`src/logic/eed_consts.svh`:
```
/*
 * constants of the external expansion decoder: address bounds, mode masks,
 * wait selections and port 6 pin positions.
 * assumes inclusion by bare name from the design files and the checker.
 */
`ifndef EED_CONSTS_SVH
`define EED_CONSTS_SVH

// ----------------------------------------------------------------------
// address bounds
// ----------------------------------------------------------------------
`define EED_EXT_TOP 17'h0efff
`define EED_ROM_END_32K 17'h08000
`define EED_ROM_END_40K 17'h0a000
`define EED_ROM_END_48K 17'h0c000
`define EED_ROM_END_56K 17'h0e000
`define EED_ROM_END_60K 17'h0f000

// ----------------------------------------------------------------------
// rom size selections
// ----------------------------------------------------------------------
`define EED_ROM_SEL_32K 3'h0
`define EED_ROM_SEL_40K 3'h1
`define EED_ROM_SEL_48K 3'h2
`define EED_ROM_SEL_56K 3'h3
`define EED_ROM_SEL_60K 3'h4

// ----------------------------------------------------------------------
// expansion area spans (last offset from area start)
// ----------------------------------------------------------------------
`define EED_SPAN_256 17'h000ff
`define EED_SPAN_4K 17'h00fff
`define EED_SPAN_16K 17'h03fff

// ----------------------------------------------------------------------
// port 5 upper address masks per mode
// ----------------------------------------------------------------------
`define EED_P5_MASK_NONE 8'h00
`define EED_P5_MASK_4K 8'h0f
`define EED_P5_MASK_16K 8'h3f
`define EED_P5_MASK_FULL 8'hff

// ----------------------------------------------------------------------
// wait control selections
// ----------------------------------------------------------------------
`define EED_WAIT_NONE 2'h0
`define EED_WAIT_ONE 2'h1
`define EED_WAIT_EXT 2'h3

// ----------------------------------------------------------------------
// bit positions within port 6 pins 4 to 7
// ----------------------------------------------------------------------
`define EED_P6_RD 0
`define EED_P6_WR 1
`define EED_P6_WAIT 2
`define EED_P6_ADDRESS_LATCH_STROBE 3

`endif

```
`src/logic/eed_pkg.sv`:
```
/*
 * types of the external expansion decoder: mode codes and bus states.
 * assumes nothing beyond the constants header.
 */
`default_nettype none

package eed_pkg;

    typedef enum logic [2:0]
    {
        EED_MODE_SINGLE0 = 3'b000,
        EED_MODE_SINGLE1 = 3'b001,
        EED_MODE_256 = 3'b011,
        EED_MODE_4K = 3'b100,
        EED_MODE_16K = 3'b101,
        EED_MODE_FULL = 3'b111
    } eed_mode_t;

    typedef enum logic [1:0]
    {
        EED_ST_IDLE = 2'b00,
        EED_ST_ADDR = 2'b01,
        EED_ST_STRB = 2'b10,
        EED_ST_WAIT = 2'b11
    } eed_state_t;

endpackage

`default_nettype wire

```
`src/logic/eed_dec_if.sv`:
```
/*
 * carrier between the bus sequencer and the area decoder.
 * assumes both ends sit in the same clock domain.
 */
`timescale 1ns/100ps
`default_nettype none

interface eed_dec_if;
    logic [15:0] addr;
    logic [2:0] area_sel;
    logic [2:0] rom_sel;
    logic ext_hit;
    logic exp_on;
    logic [7:0] p5_mask;

    modport seq (output addr, output area_sel, output rom_sel,
                 input ext_hit, input exp_on, input p5_mask);
    modport dec (input addr, input area_sel, input rom_sel,
                 output ext_hit, output exp_on, output p5_mask);
endinterface

`default_nettype wire

```
`src/logic/eed_area_decode.sv`:
```
/*
 * area decoder: decides whether an address goes to the external bus and
 * how many port 5 pins carry upper address bits.
 * assumes a stable mode and rom size while an access is decoded.
 */
`timescale 1ns/100ps
`default_nettype none
`include "eed_consts.svh"

module eed_area_decode
    import eed_pkg::*;
(
    // decode carrier
    eed_dec_if.dec d
);

    logic [16:0] rom_end;
    logic [16:0] area_last;
    logic [16:0] addr_w;
    logic mode_ok;

    // ------------------------------------------------------------------
    // first address beyond internal rom
    // ------------------------------------------------------------------
    always_comb
    begin
        case (d.rom_sel)
            `EED_ROM_SEL_32K: rom_end = `EED_ROM_END_32K;
            `EED_ROM_SEL_40K: rom_end = `EED_ROM_END_40K;
            `EED_ROM_SEL_48K: rom_end = `EED_ROM_END_48K;
            `EED_ROM_SEL_56K: rom_end = `EED_ROM_END_56K;
            default: rom_end = `EED_ROM_END_60K;
        endcase
    end

    // ------------------------------------------------------------------
    // area size and address mask per mode
    // ------------------------------------------------------------------
    always_comb
    begin
        mode_ok = 1'b1;
        area_last = `EED_EXT_TOP;
        d.p5_mask = `EED_P5_MASK_NONE;
        case (eed_mode_t'(d.area_sel))
            EED_MODE_256:
            begin
                area_last = rom_end + `EED_SPAN_256;
            end
            EED_MODE_4K:
            begin
                area_last = rom_end + `EED_SPAN_4K;
                d.p5_mask = `EED_P5_MASK_4K;
            end
            EED_MODE_16K:
            begin
                area_last = rom_end + `EED_SPAN_16K;
                d.p5_mask = `EED_P5_MASK_16K;
            end
            // up to the top of external space
            EED_MODE_FULL:
            begin
                area_last = `EED_EXT_TOP;
                d.p5_mask = `EED_P5_MASK_FULL;
            end
            default:
            begin
                mode_ok = 1'b0;
            end
        endcase
        if (area_last > `EED_EXT_TOP)
        begin
            area_last = `EED_EXT_TOP;
        end
    end

    assign addr_w = {1'b0, d.addr};

    // full-size rom leaves no external area
    assign d.exp_on = mode_ok && (rom_end < `EED_ROM_END_60K);

    // outside rom, ram and register space
    // from rom end upward when rom is smaller
    assign d.ext_hit = d.exp_on && (addr_w >= rom_end) && (addr_w <= area_last);

endmodule

`default_nettype wire

```
`src/logic/eed_top.sv`:
```
/*
 * external expansion decoder: runs external bus cycles on the multiplexed
 * bus and hands ports 4 to 6 over between port function and bus function.
 * assumes cpu requests and pin inputs synchronous to sys_clk, and that the
 * cpu holds cpu_req and its address stable while cpu_busy is high.
 */
`timescale 1ns/100ps
`default_nettype none
`include "eed_consts.svh"

module eed_top
    import eed_pkg::*;
(
    // clock and reset
    input wire logic sys_clk,
    input wire logic rst,
    // cpu access path
    input wire logic cpu_req,
    input wire logic cpu_we,
    input wire logic [15:0] cpu_addr,
    input wire logic [7:0] cpu_wdata,
    output logic cpu_busy,
    output logic cpu_int_sel,
    output logic cpu_ext_ack,
    output logic [7:0] cpu_rdata,
    // configuration
    input wire logic [2:0] expansion_area_select,
    input wire logic [1:0] wait_ctrl,
    input wire logic [2:0] rom_size_sel,
    // port function side
    input wire logic [7:0] port4_port_out,
    input wire logic [7:0] port4_port_oe,
    input wire logic [7:0] port5_port_out,
    input wire logic [7:0] port5_port_oe,
    input wire logic [3:0] port6_port_out,
    input wire logic [3:0] port6_port_oe,
    // pins
    input wire logic [7:0] port4_pins_in,
    output logic [7:0] port4_pins_out,
    output logic [7:0] port4_pins_oe,
    output logic [7:0] port5_pins_out,
    output logic [7:0] port5_pins_oe,
    input wire logic port6_wait_n_in,
    output logic [3:0] port6_hi_out,
    output logic [3:0] port6_hi_oe
);

    eed_state_t state_r;
    eed_state_t state_nxt;
    logic [15:0] addr_r;
    logic [7:0] wdata_r;
    logic we_r;
    logic ack_r;
    logic [7:0] rdata_r;
    logic ext_wait_sel;
    logic cycle_end;
    logic take_ext;
    logic in_strobe;
    logic [7:0] mask;
    logic exp_on;

    eed_dec_if dec_bus ();

    // ------------------------------------------------------------------
    // area decoder
    // ------------------------------------------------------------------
    assign dec_bus.addr = cpu_addr;
    assign dec_bus.area_sel = expansion_area_select;
    assign dec_bus.rom_sel = rom_size_sel;
    assign mask = dec_bus.p5_mask;
    assign exp_on = dec_bus.exp_on;

    eed_area_decode u_dec
    (
        .d(dec_bus)
    );

    // ------------------------------------------------------------------
    // request split between internal and external path
    // ------------------------------------------------------------------
    // no cycle without an external hit
    assign take_ext = (state_r == EED_ST_IDLE) && cpu_req && dec_bus.ext_hit;
    assign cpu_int_sel = (state_r == EED_ST_IDLE) && cpu_req && !dec_bus.ext_hit;
    assign cpu_busy = (state_r != EED_ST_IDLE);
    assign cpu_ext_ack = ack_r;
    assign cpu_rdata = rdata_r;
    assign ext_wait_sel = (wait_ctrl == `EED_WAIT_EXT);
    assign in_strobe = (state_r == EED_ST_STRB) || (state_r == EED_ST_WAIT);

    // ------------------------------------------------------------------
    // bus cycle sequencer
    // ------------------------------------------------------------------
    always_comb
    begin
        state_nxt = state_r;
        cycle_end = 1'b0;
        case (state_r)
            EED_ST_IDLE:
            begin
                if (take_ext)
                begin
                    state_nxt = EED_ST_ADDR;
                end
            end
            EED_ST_ADDR:
            begin
                state_nxt = EED_ST_STRB;
            end
            EED_ST_STRB:
            begin
                if ((wait_ctrl == `EED_WAIT_ONE) || ext_wait_sel)
                begin
                    state_nxt = EED_ST_WAIT;
                end
                else
                begin
                    state_nxt = EED_ST_IDLE;
                    cycle_end = 1'b1;
                end
            end
            EED_ST_WAIT:
            begin
                // wait pin sampled only inside a bus cycle
                if (!ext_wait_sel || port6_wait_n_in)
                begin
                    state_nxt = EED_ST_IDLE;
                    cycle_end = 1'b1;
                end
            end
            default:
            begin
                state_nxt = EED_ST_IDLE;
            end
        endcase
    end

    always_ff @(posedge sys_clk or posedge rst)
    begin
        if (rst)
        begin
            state_r <= EED_ST_IDLE;
        end
        else
        begin
            state_r <= state_nxt;
        end
    end

    // ------------------------------------------------------------------
    // address and write data latches
    // ------------------------------------------------------------------
    always_ff @(posedge sys_clk or posedge rst)
    begin
        if (rst)
        begin
            addr_r <= 16'h0000;
            wdata_r <= 8'h00;
            we_r <= 1'b0;
        end
        else if ((state_r == EED_ST_IDLE) && cpu_req)
        begin
            addr_r <= cpu_addr;
            wdata_r <= cpu_wdata;
            we_r <= cpu_we && dec_bus.ext_hit;
        end
    end

    // ------------------------------------------------------------------
    // read data capture and completion
    // ------------------------------------------------------------------
    always_ff @(posedge sys_clk or posedge rst)
    begin
        if (rst)
        begin
            ack_r <= 1'b0;
            rdata_r <= 8'h00;
        end
        else
        begin
            ack_r <= cycle_end;
            if (cycle_end && !we_r)
            begin
                rdata_r <= port4_pins_in;
            end
        end
    end

    // ------------------------------------------------------------------
    // port 4: multiplexed low address and data
    // ------------------------------------------------------------------
    always_comb
    begin
        port4_pins_out = port4_port_out;
        port4_pins_oe = port4_port_oe;
        // bus takes port 4 while expansion is on
        // low address then data on port 4
        if (exp_on)
        begin
            port4_pins_out = addr_r[7:0];
            port4_pins_oe = 8'h00;
            if (state_r == EED_ST_ADDR)
            begin
                port4_pins_oe = 8'hff;
            end
            else if (in_strobe && we_r)
            begin
                port4_pins_out = wdata_r;
                port4_pins_oe = 8'hff;
            end
        end
    end

    // ------------------------------------------------------------------
    // port 5: upper address bits per mode
    // ------------------------------------------------------------------
    // mask selects address pins of port 5
    assign port5_pins_out = (addr_r[15:8] & mask) | (port5_port_out & ~mask);
    assign port5_pins_oe = mask | (port5_port_oe & ~mask);

    // ------------------------------------------------------------------
    // port 6: strobes, wait and address strobe
    // ------------------------------------------------------------------
    always_comb
    begin
        port6_hi_out = port6_port_out;
        port6_hi_oe = port6_port_oe;
        if (exp_on)
        begin
            // strobes low only in an external cycle
            port6_hi_out[`EED_P6_RD] = !(in_strobe && !we_r);
            port6_hi_out[`EED_P6_WR] = !(in_strobe && we_r);
            port6_hi_out[`EED_P6_ADDRESS_LATCH_STROBE] = (state_r == EED_ST_ADDR);
            port6_hi_oe[`EED_P6_RD] = 1'b1;
            port6_hi_oe[`EED_P6_WR] = 1'b1;
            port6_hi_oe[`EED_P6_ADDRESS_LATCH_STROBE] = 1'b1;
            // wait pin stays port without external wait
            if (ext_wait_sel)
            begin
                port6_hi_out[`EED_P6_WAIT] = 1'b0;
                port6_hi_oe[`EED_P6_WAIT] = 1'b0;
            end
        end
    end

endmodule

`default_nettype wire

```
`config.mk`:
```
export PLATFORM = sky130hd
export DESIGN_NAME = eed_top
export DESIGN_NICKNAME = d
export VERILOG_FILES = /design/src/logic/eed_pkg.sv /design/src/logic/eed_dec_if.sv /design/src/logic/eed_area_decode.sv /design/src/logic/eed_top.sv
export VERILOG_INCLUDE_DIRS = /design/src /design/src/logic
export SDC_FILE = /design/constraint.sdc
export NUM_CORES = 1
export LEC_CHECK = 0
export BUFFER_PORTS_ARGS = -buffer_cell sky130_fd_sc_hd__buf_4
export CAP_MARGIN = 40
export CELL_PAD_IN_SITES_DETAIL_PLACEMENT = 2
export CELL_PAD_IN_SITES_GLOBAL_PLACEMENT = 2
export CORE_ASPECT_RATIO = 1.1
export CORE_MARGIN = 1
export CORE_UTILIZATION = 27
export DETAILED_ROUTE_END_ITERATION = 16
export PLACE_DENSITY = 0.88
export REMOVE_ABC_BUFFERS = 1
export SLEW_MARGIN = 10
export SYNTH_ARGS = -nofsm -noshare
export SYNTH_HDL_FRONTEND = slang
export SYNTH_SLANG_ARGS = --single-unit
```
`constraint.sdc`:
```
create_clock -name sys_clk -period 13.45 [get_ports sys_clk]
set_clock_uncertainty 0.15 [all_clocks]
set_input_delay 2.69 -clock sys_clk [delete_from_list [all_inputs] [get_ports sys_clk]]
set_output_delay 2.69 -clock sys_clk [all_outputs]
set_load 0.01 [all_outputs]
```
# --- Word-level counts from Yosys, hierarchy flattened ---
# Index checks and enable logic that the tools add are counted.
totals:
  register_bits: 36
  in_bits: 85
  wordCells: 78
op_classes:
  add_sub_neg: 3
  magnitude_cmp: 4
  n_eq_ne: 14
  mux: 22
  bitwise: 6
  reduce_logical: 23
ops:
  columns: ["operator", "n"]
  rows:
  - ["15-bit case mux with 4 select lines", 1]
  - ["17-bit case mux with 3 select lines", 1]
  - ["8-bit two-way mux", 6]
  - ["8-bit bitwise AND", 3]
  - ["8-bit case mux with 3 select lines", 1]
  - ["16-bit by 12-bit adder with 17-bit output, second input constant", 1]
  - ["16-bit by 14-bit adder with 17-bit output, second input constant", 1]
  - ["16-bit by 8-bit adder with 17-bit output, second input constant", 1]
  - ["17-bit by 16-bit greater-than comparator with 1-bit output, second input constant", 1]
  - ["16-bit by 17-bit less-or-equal comparator with 1-bit output", 1]
  - ["17-bit two-way mux", 1]
  - ["16-bit >= comparator", 1]
  - ["16-bit < comparator, second input constant", 1]
  - ["8-bit bitwise OR", 2]
  - ["1-bit logical AND", 10]
  - ["3-bit by 2-bit equality test with 1-bit output, second input constant", 3]
  - ["3-bit equality test, second input constant", 3]
  - ["4-bit two-way mux", 2]
  - ["8-bit inverter", 1]
  - ["2-bit case mux with 4 select lines", 1]
  - ["2-bit equality test, second input constant", 3]
  - ["2-bit two-way mux", 3]
  - ["1-bit logical NOT", 5]
  - ["1-bit two-way mux", 5]
  - ["other kinds (11)", 14]

# --- Depth between registers and ports, before layout ---
# Gate-level depths: netlist of run 1.
logic_depth:
  ltp_word: 11
  depth_mapped: 15

# --- Hierarchy ---
# From an unflattened synthesis of run 1, not the netlist that was laid out.
unflattened:
  hier_cells: 231
  hier_area_um2: 2474.9
modules_own_cells:
  columns: ["mod", "n_inst", "cells_each", "area_per_inst_um2"]
  rows:
  - ["eed_top", 1, 166, 1944.4]
  - ["eed_area_decode", 1, 65, 530.5]

# --- Least setup slack after synthesis of run 1 ---
# Ideal clock, no wire load.
synth_timing:
  path_kind: "in2out"
  from: "input port expansion_area_select[0]"
  to: "output port cpu_int_sel"
  arrival_time_ns: 5.538
  required_time_ns: 10.610
  setup_slack_ns: 5.072
  stages: 15
  cell_sequence: "nand2_1 -> nor2_1 -> ha_1 -> inv_1 -> fa_1 -> inv_1 -> ha_1 -> nand2_1 -> o311a_1 -> ha_1 -> a21oi_1 -> o22ai_1 -> or3b_2 -> a2111oi_4 -> nor2b_1"
synth_between:
  elab_chain_cells: 8
  elab_cells_between_ends: 15
synth_rtl:
  columns: ["element", "line", "text"]
  rows:
  - ["start, declared", "eed_top.sv:27", "input wire logic [2:0] expansion_area_select,"]
  - ["3-bit equality test / 3-bit by 2-bit equality test with 1-bit output (equally long branches)", "eed_area_decode.sv:44", "case (eed_mode_t'(d.area_sel))"]
  - ["17-bit case mux with 3 select lines / 4-bit OR reduction (equally long branches)", null, null]
  - ["17-bit by 16-bit greater-than comparator with 1-bit output (no source line) / 1-bit two-way mux (equally long branches)", null, null]
  - ["17-bit two-way mux / 1-bit logical AND (equally long branches)", "eed_area_decode.sv:70, eed_area_decode.sv:79", null]
  - ["16-bit by 17-bit less-or-equal comparator with 1-bit output / 1-bit logical AND (equally long branches)", "eed_area_decode.sv:83", "assign d.ext_hit = d.exp_on && (addr_w >= rom_end) && (addr_w <= area_last);"]
  - ["1-bit logical AND (*)", "eed_area_decode.sv:83", null]
  - ["1-bit logical NOT (*)", "eed_top.sv:83", "assign cpu_int_sel = (state_r == EED_ST_IDLE) && cpu_req && !dec_bus.ext_hit;"]
  - ["1-bit logical AND (*)", "eed_top.sv:83", null]
  - ["end, declared", "eed_top.sv:23", "output logic cpu_int_sel,"]
# Every way passes the cells marked *; elsewhere a longest branch is shown, timed or not.

# --- Worst setup path in the final report of run 1 ---
# Ends and elaborated chain as after synthesis.

==> flow_summary.ini, run 1 <==
[sta]
fin_crit_sh = 0.667
rsz0062_at_grt = no
final_hold_viol_count = 0
setup_viol = 0
max_freq_mhz = 111
max-slew-margin-rel = 0.413
worstMarginPinSlew_ps = 874
setup_tns_ps = 0
slew_viol_final = 0
min_period_ps = 8970

[final_layout]
drive_above_1_share = 0.529
multi_input_area_um2 = 1330
fin_cells = 468
area_growth_pct = 54.1
num-fill-cells = 908
finish.instance_area_um2 = 3560
seq_area_um2 = 901
num_antenna_cells = 0
fin_nets = 456

[floorplanning]
rows = 35
start_util = 0.277
fp.dieArea_um2 = 8920
die_x_um = 90.1
die_h_um = 99.0
io_pins = 136
core_um2 = 8320

[yosys]
ys_warn_count = 0
synth-edff-count = 0
ys_async_sr_fraction = 1.00
synth.avg_cell_area_um2 = 10.5
yosysUniqueCellTypes = 34
synth_area_leaders = dfrtp_1 (39%), mux2_2 (20%), ha_1 (7.6%), mux2i_1 (3.9%), nand2b_1 (3.5%)
yosysTopAreaCell = dfrtp_1
synthesis.area_um2 = 2310
synth_seq_cells = 36
synthTopCellsByCount = mux2_2 (40), dfrtp_1 (36), nand2_1 (19)
yosysMostFrequentCell = mux2_2
syn_inst = 220
synth_ff_type = dfrtp_1
synth-seq-area-share = 0.390
synth_top_area_frac = 0.390

[place]
placement.cell_area_um2 = 3470
placed_cells = 460
dp_hpwl_um = 6530
place.gp.congestion = 0.790
io_buffer_count = 135

[clocking]
cts_tree = yes
post_cts_buffers = 0
cts-resized-gates = 0
cts_buffers = 5
cts-root-buf = clkbuf_8
path_clk_slew_ps = 70
cts_max_path_buffers = 2
insertion_delay_ps = 280
htreeDepth = 2
cts-hold-fix-buffers = 0
clock_sinks = 36

[global_route]
grt_use_total = 0.178
grt_pass1_wl_um = 12600
grt_overflow_total = 0
antenna_found_initial = 0
grt_pass1_vias = 2522
grt_max_degree = 37

[run_status]
status = finished clean

[detailed_routing]
drc = 0
post_drt_wl_per_cell_um = 16.6
via_per_inst = 4.64
totalWireLength_um = 7750
dr_total_vias = 2171
drtAntennaViolNets = 0
drtPass1Iterations = 6
drtIter0Drc = 34

[min_path]
hold_depth = 1
min_path_type = reg2reg

[pwr]
report.power.total_w = 0.000450
cellLeakagePower_nw = 1.83
powerDensity_nw_per_um2 = 127
irDropWorstVdd_mv = 0.0685

[worst_setup_path]
endpoint_kind = output port
cp.required_ps = 10610
r2r_cells = 3
cp_data_arrival_time_ps = 6130
worstSetupStartpointType = primary input
path_max_fanout = 5
critPathKind = in2out

[job]
maxCapViolCount = 0
==> state kept, by name, indices dropped and copies added (netlist names) <==
signal	flops
addr_r	16
cpu_ext_ack	1
cpu_rdata	8
state_r	2
wdata_r	8
we_r	1
==> cell families after synthesis <==
logic type / count (synthesis) / synth area share
compound gates: 37 / 0.113
simple gates: 63 / 0.144
flops: 36 / 0.390
fa+ha+maj: 15 / 0.0846
buf+inv: 20 / 0.0336
mux: 49 / 0.234
==> metal layers <==
metal / track usage / share of wire / up-vias
met3: 0.0370 / 0.039 / 7
met4: 0.0335 / 0.0080 / 0
li1: - / - / 1047
met1: 0.196 / 0.39 / 1056
met2: 0.352 / 0.57 / 61
met5: 0 / 0 / -
==> path summary, 6_finish.rpt <==
kind	startpoint	endpoint	slack, ps
max reg2reg	state_r[1]$_DFFE_PP0P_	cpu_rdata[4]$_DFFE_PP0P_	11380
max in group asynchronous	rst	addr_r[9]$_DFFE_PP0P_	10440
min	addr_r[8]$_DFFE_PP0P_	addr_r[8]$_DFFE_PP0P_	360
max	expansion_area_select[0]	cpu_int_sel	4480
min in group asynchronous	rst	cpu_rdata[4]$_DFFE_PP0P_	2370
min reg2reg	addr_r[8]$_DFFE_PP0P_	addr_r[8]$_DFFE_PP0P_	360
==> power breakdown <==
group	leakage (nW)	internal [W]	switching (W)
logic	1.36	0.000113	0.0000805
clock network	0.0445	0.0000368	0.0000428
registers	0.430	0.000152	0.0000250
==> worst max-delay path, cell delays in order <==
cell	delay, ps
buf_4	100
nand2_1	120
nor2_1	210
ha_1	200
inv_1	60
fa_1	370
inv_1	80
ha_1	150
nand2_1	70
o311a_1	350
ha_1	320
a21oi_1	190
o22ai_1	100
or3b_2	500
a2111oi_4	370
nor2b_1	90
buf_4	160
==> placed cells by master (no fill, tap or decap), types with 4 or more instances in the layout <==
master | synthesis | routed
clkbuf_8 | 0 | 5
a21o_1 | 10 | 10
nor2b_1 | 6 | 6
inv_1 | 11 | 11
nand2b_1 | 13 | 13
dfrtp_1 | 36 | 36
a21oi_1 | 5 | 5
nor2_1 | 6 | 6
nand2_1 | 19 | 19
o21ai_0 | 11 | 11
ha_1 | 14 | 14
nand3_1 | 4 | 4
buf_4 | 0 | 137
mux2_2 | 40 | 40
and2_1 | 5 | 5
mux2i_1 | 9 | 9
==> layout make-up <==
type / instances / share of cell area
clock buffers: 5 / 0.0194
multi-input cells: 164 / 0.374
flip-flops and latches: 36 / 0.253
inverters: 11 / 0.0116
clock inverters: 3 / 0.00598
well taps: 111 / 0.0391
repair buffers: 138 / 0.297
==> through the flow <==
stage | hold slack (ps) | setup WS, ps | util
4_1_cts | 366 | 4490 | 0.427
5_1_grt | 384 | 4190 | 0.427
6_report | 362 | 4480 | 0.427
3_5_place_dp | 349 | 4490 | 0.417
2_1_floorplan | 327 | 5070 | -
3_3_place_gp | 340 | 4710 | 0.413
Note: power is estimated with default switching activity, not from simulation.
==> inputs of run 2 (changes only) <==
--- a/config.mk
+++ b/config.mk
@@ -12,9 +12,9 @@
 export CELL_PAD_IN_SITES_GLOBAL_PLACEMENT = 2
 export CORE_ASPECT_RATIO = 1.1
 export CORE_MARGIN = 1
-export CORE_UTILIZATION = 27
+export CORE_UTILIZATION = 22
 export DETAILED_ROUTE_END_ITERATION = 16
-export PLACE_DENSITY = 0.88
+export PLACE_DENSITY = 0.77
 export REMOVE_ABC_BUFFERS = 1
 export SLEW_MARGIN = 10
 export SYNTH_ARGS = -nofsm -noshare
==> constraint.sdc (replaced) <==
create_clock -name sys_clk -period 8.1 [get_ports sys_clk]
set_clock_uncertainty 0.15 [all_clocks]
set_input_delay 1.62 -clock sys_clk [delete_from_list [all_inputs] [get_ports sys_clk]]
set_output_delay 1.62 -clock sys_clk [all_outputs]
set_load 0.01 [all_outputs]
==> flow_summary.ini, run 2 (synthesis gave the netlist of run 1 again) <==
[run_status]
status = finished clean

[global_route]
gr-usage-met3 = 0.0305
grt_use_total = 0.141
grt-busiest-layer = met2
grt_pass1_wl_um = 12100
grt_max_degree = 37
antenna_found_initial = 0
grt_overflow_total = 0
grt_use_met2 = 0.285
use_met1 = 0.148
grt_pass1_vias = 2598

[worst_setup_path]
cp_common_cell = ha_1
cp_data_arrival_time_ps = 5010
path_delay_family = simple AND/OR/NAND/NOR gates
path_cells = buf_4 -> nand2_1 -> nor2_1 -> ha_1 -> inv_1 -> fa_1 -> inv_1 -> ha_1 -> nand2_1 -> o311a_1 -> ha_1 -> a21oi_1 -> o22ai_1 -> or3b_2 -> a2111oi_4 -> nor2b_1 -> buf_4
cp_slowest_cell = or3b_2
max_stage_delay_ps = 500
endpoint_kind = output port
critPathKind = in2out
worstSetupStartpointType = primary input
path_max_fanout = 5
cp_num_buf_inv = 4
cp.required_ps = 6330

[place]
place.gp.congestion = 0.717
dp_slack_ps = 1290
io_buffer_count = 135
placement.cell_area_um2 = 3490
dp_hpwl_um = 6460

[final_layout]
drive_above_1_share = 0.529
largest-register = addr_r
num_antenna_cells = 0
largest_register_ffs = 16
finish.instance_area_um2 = 3580
layout_common_cells = buf_4 (138), mux2_2 (40), dfrtp_1 (36)
fin_nets = 457
area_growth_pct = 55.3
num-fill-cells = 1128
layout_commonest_cell = buf_4
final_util = 0.357

[detailed_routing]
drc = 0
dr_total_vias = 2209
drtIter0Drc = 72
via_per_inst = 4.44
drtAntennaViolNets = 0
totalWireLength_um = 7770
drtPass1Iterations = 4
post_drt_wl_per_cell_um = 15.6

[floorplanning]
die_x_um = 99.6
start_util = 0.230
io_pins = 136
rows = 38
fp.dieArea_um2 = 10900
core_um2 = 10000
die_h_um = 109

[job]
maxCapViolCount = 0

[clocking]
cts_buffers = 5
htreeDepth = 2
cts_max_path_buffers = 2
insertion_delay_ps = 280
post_cts_buffers = 0
cts_tree = yes
cts-root-buf = clkbuf_8
cts-hold-fix-buffers = 0
cts-resized-gates = 0
clock_sinks = 36
path_clk_slew_ps = 70

[sta]
setup_viol = 0
fin_crit_sh = 0.837
setup_ws_ps = 1320
rsz0062_at_grt = no
worstMarginPinSlew_ps = 703
max-slew-margin-rel = 0.530
setup_tns_ps = 0
max_freq_mhz = 147
slew_viol_final = 0
final_hold_viol_count = 0
min_period_ps = 6780

[min_path]
min_path_type = reg2reg

[pwr]
irDropWorstVdd_mv = 0.137
report.power.total_w = 0.000752
powerDensity_nw_per_um2 = 210
cellLeakagePower_nw = 1.84
## run 2: final timing paths
check	cells after the start	slack, ps	endpoint	start
max	17	1320	cpu_int_sel	expansion_area_select[2]
min	1	360	addr_r[14]$_DFFE_PP0P_	addr_r[14]$_DFFE_PP0P_
max reg2reg	3	6090	cpu_rdata[6]$_DFFE_PP0P_	state_r[1]$_DFFE_PP0P_
min reg2reg	1	360	addr_r[14]$_DFFE_PP0P_	addr_r[14]$_DFFE_PP0P_
max in group asynchronous	3	6160	addr_r[14]$_DFFE_PP0P_	rst
min in group asynchronous	3	1300	addr_r[1]$_DFFE_PP0P_	rst
## run 2: layer usage
layer  vias up  wire (um)
met1      1090       2930
met5         -          0
met2        65       4420
met4         0         47
met3         4        378
li1       1050          -
## run 2: through the flow
step | std cells | hold WS [ps]
2_1_floorplan | 211 | 327
3_3_place_gp | 489 | 338
3_5_place_dp | 490 | 347
4_1_cts | 497 | 364
5_1_grt | 497 | 371
6_report | 497 | 358
## run 2: cell type report
class	instances	area, um2	area share
Clock buffer	7	96.3	0.0269
Inverter	11	41.3	0.0115
Multi-Input combinational cell	164	1330	0.371
Sequential cell	36	901	0.251
Tap cell	140	175	0.0489
Timing Repair Buffer	139	1040	0.291
## run 2: report_power, final
group / switching, W / total, W / leakage [nW] / internal, W
Sequential: 0.0000399 / 0.000292 / 0.430 / 0.000252
Clock: 0.0000633 / 0.000139 / 0.0503 / 0.0000758
Combinational: 0.000134 / 0.000320 / 1.36 / 0.000187
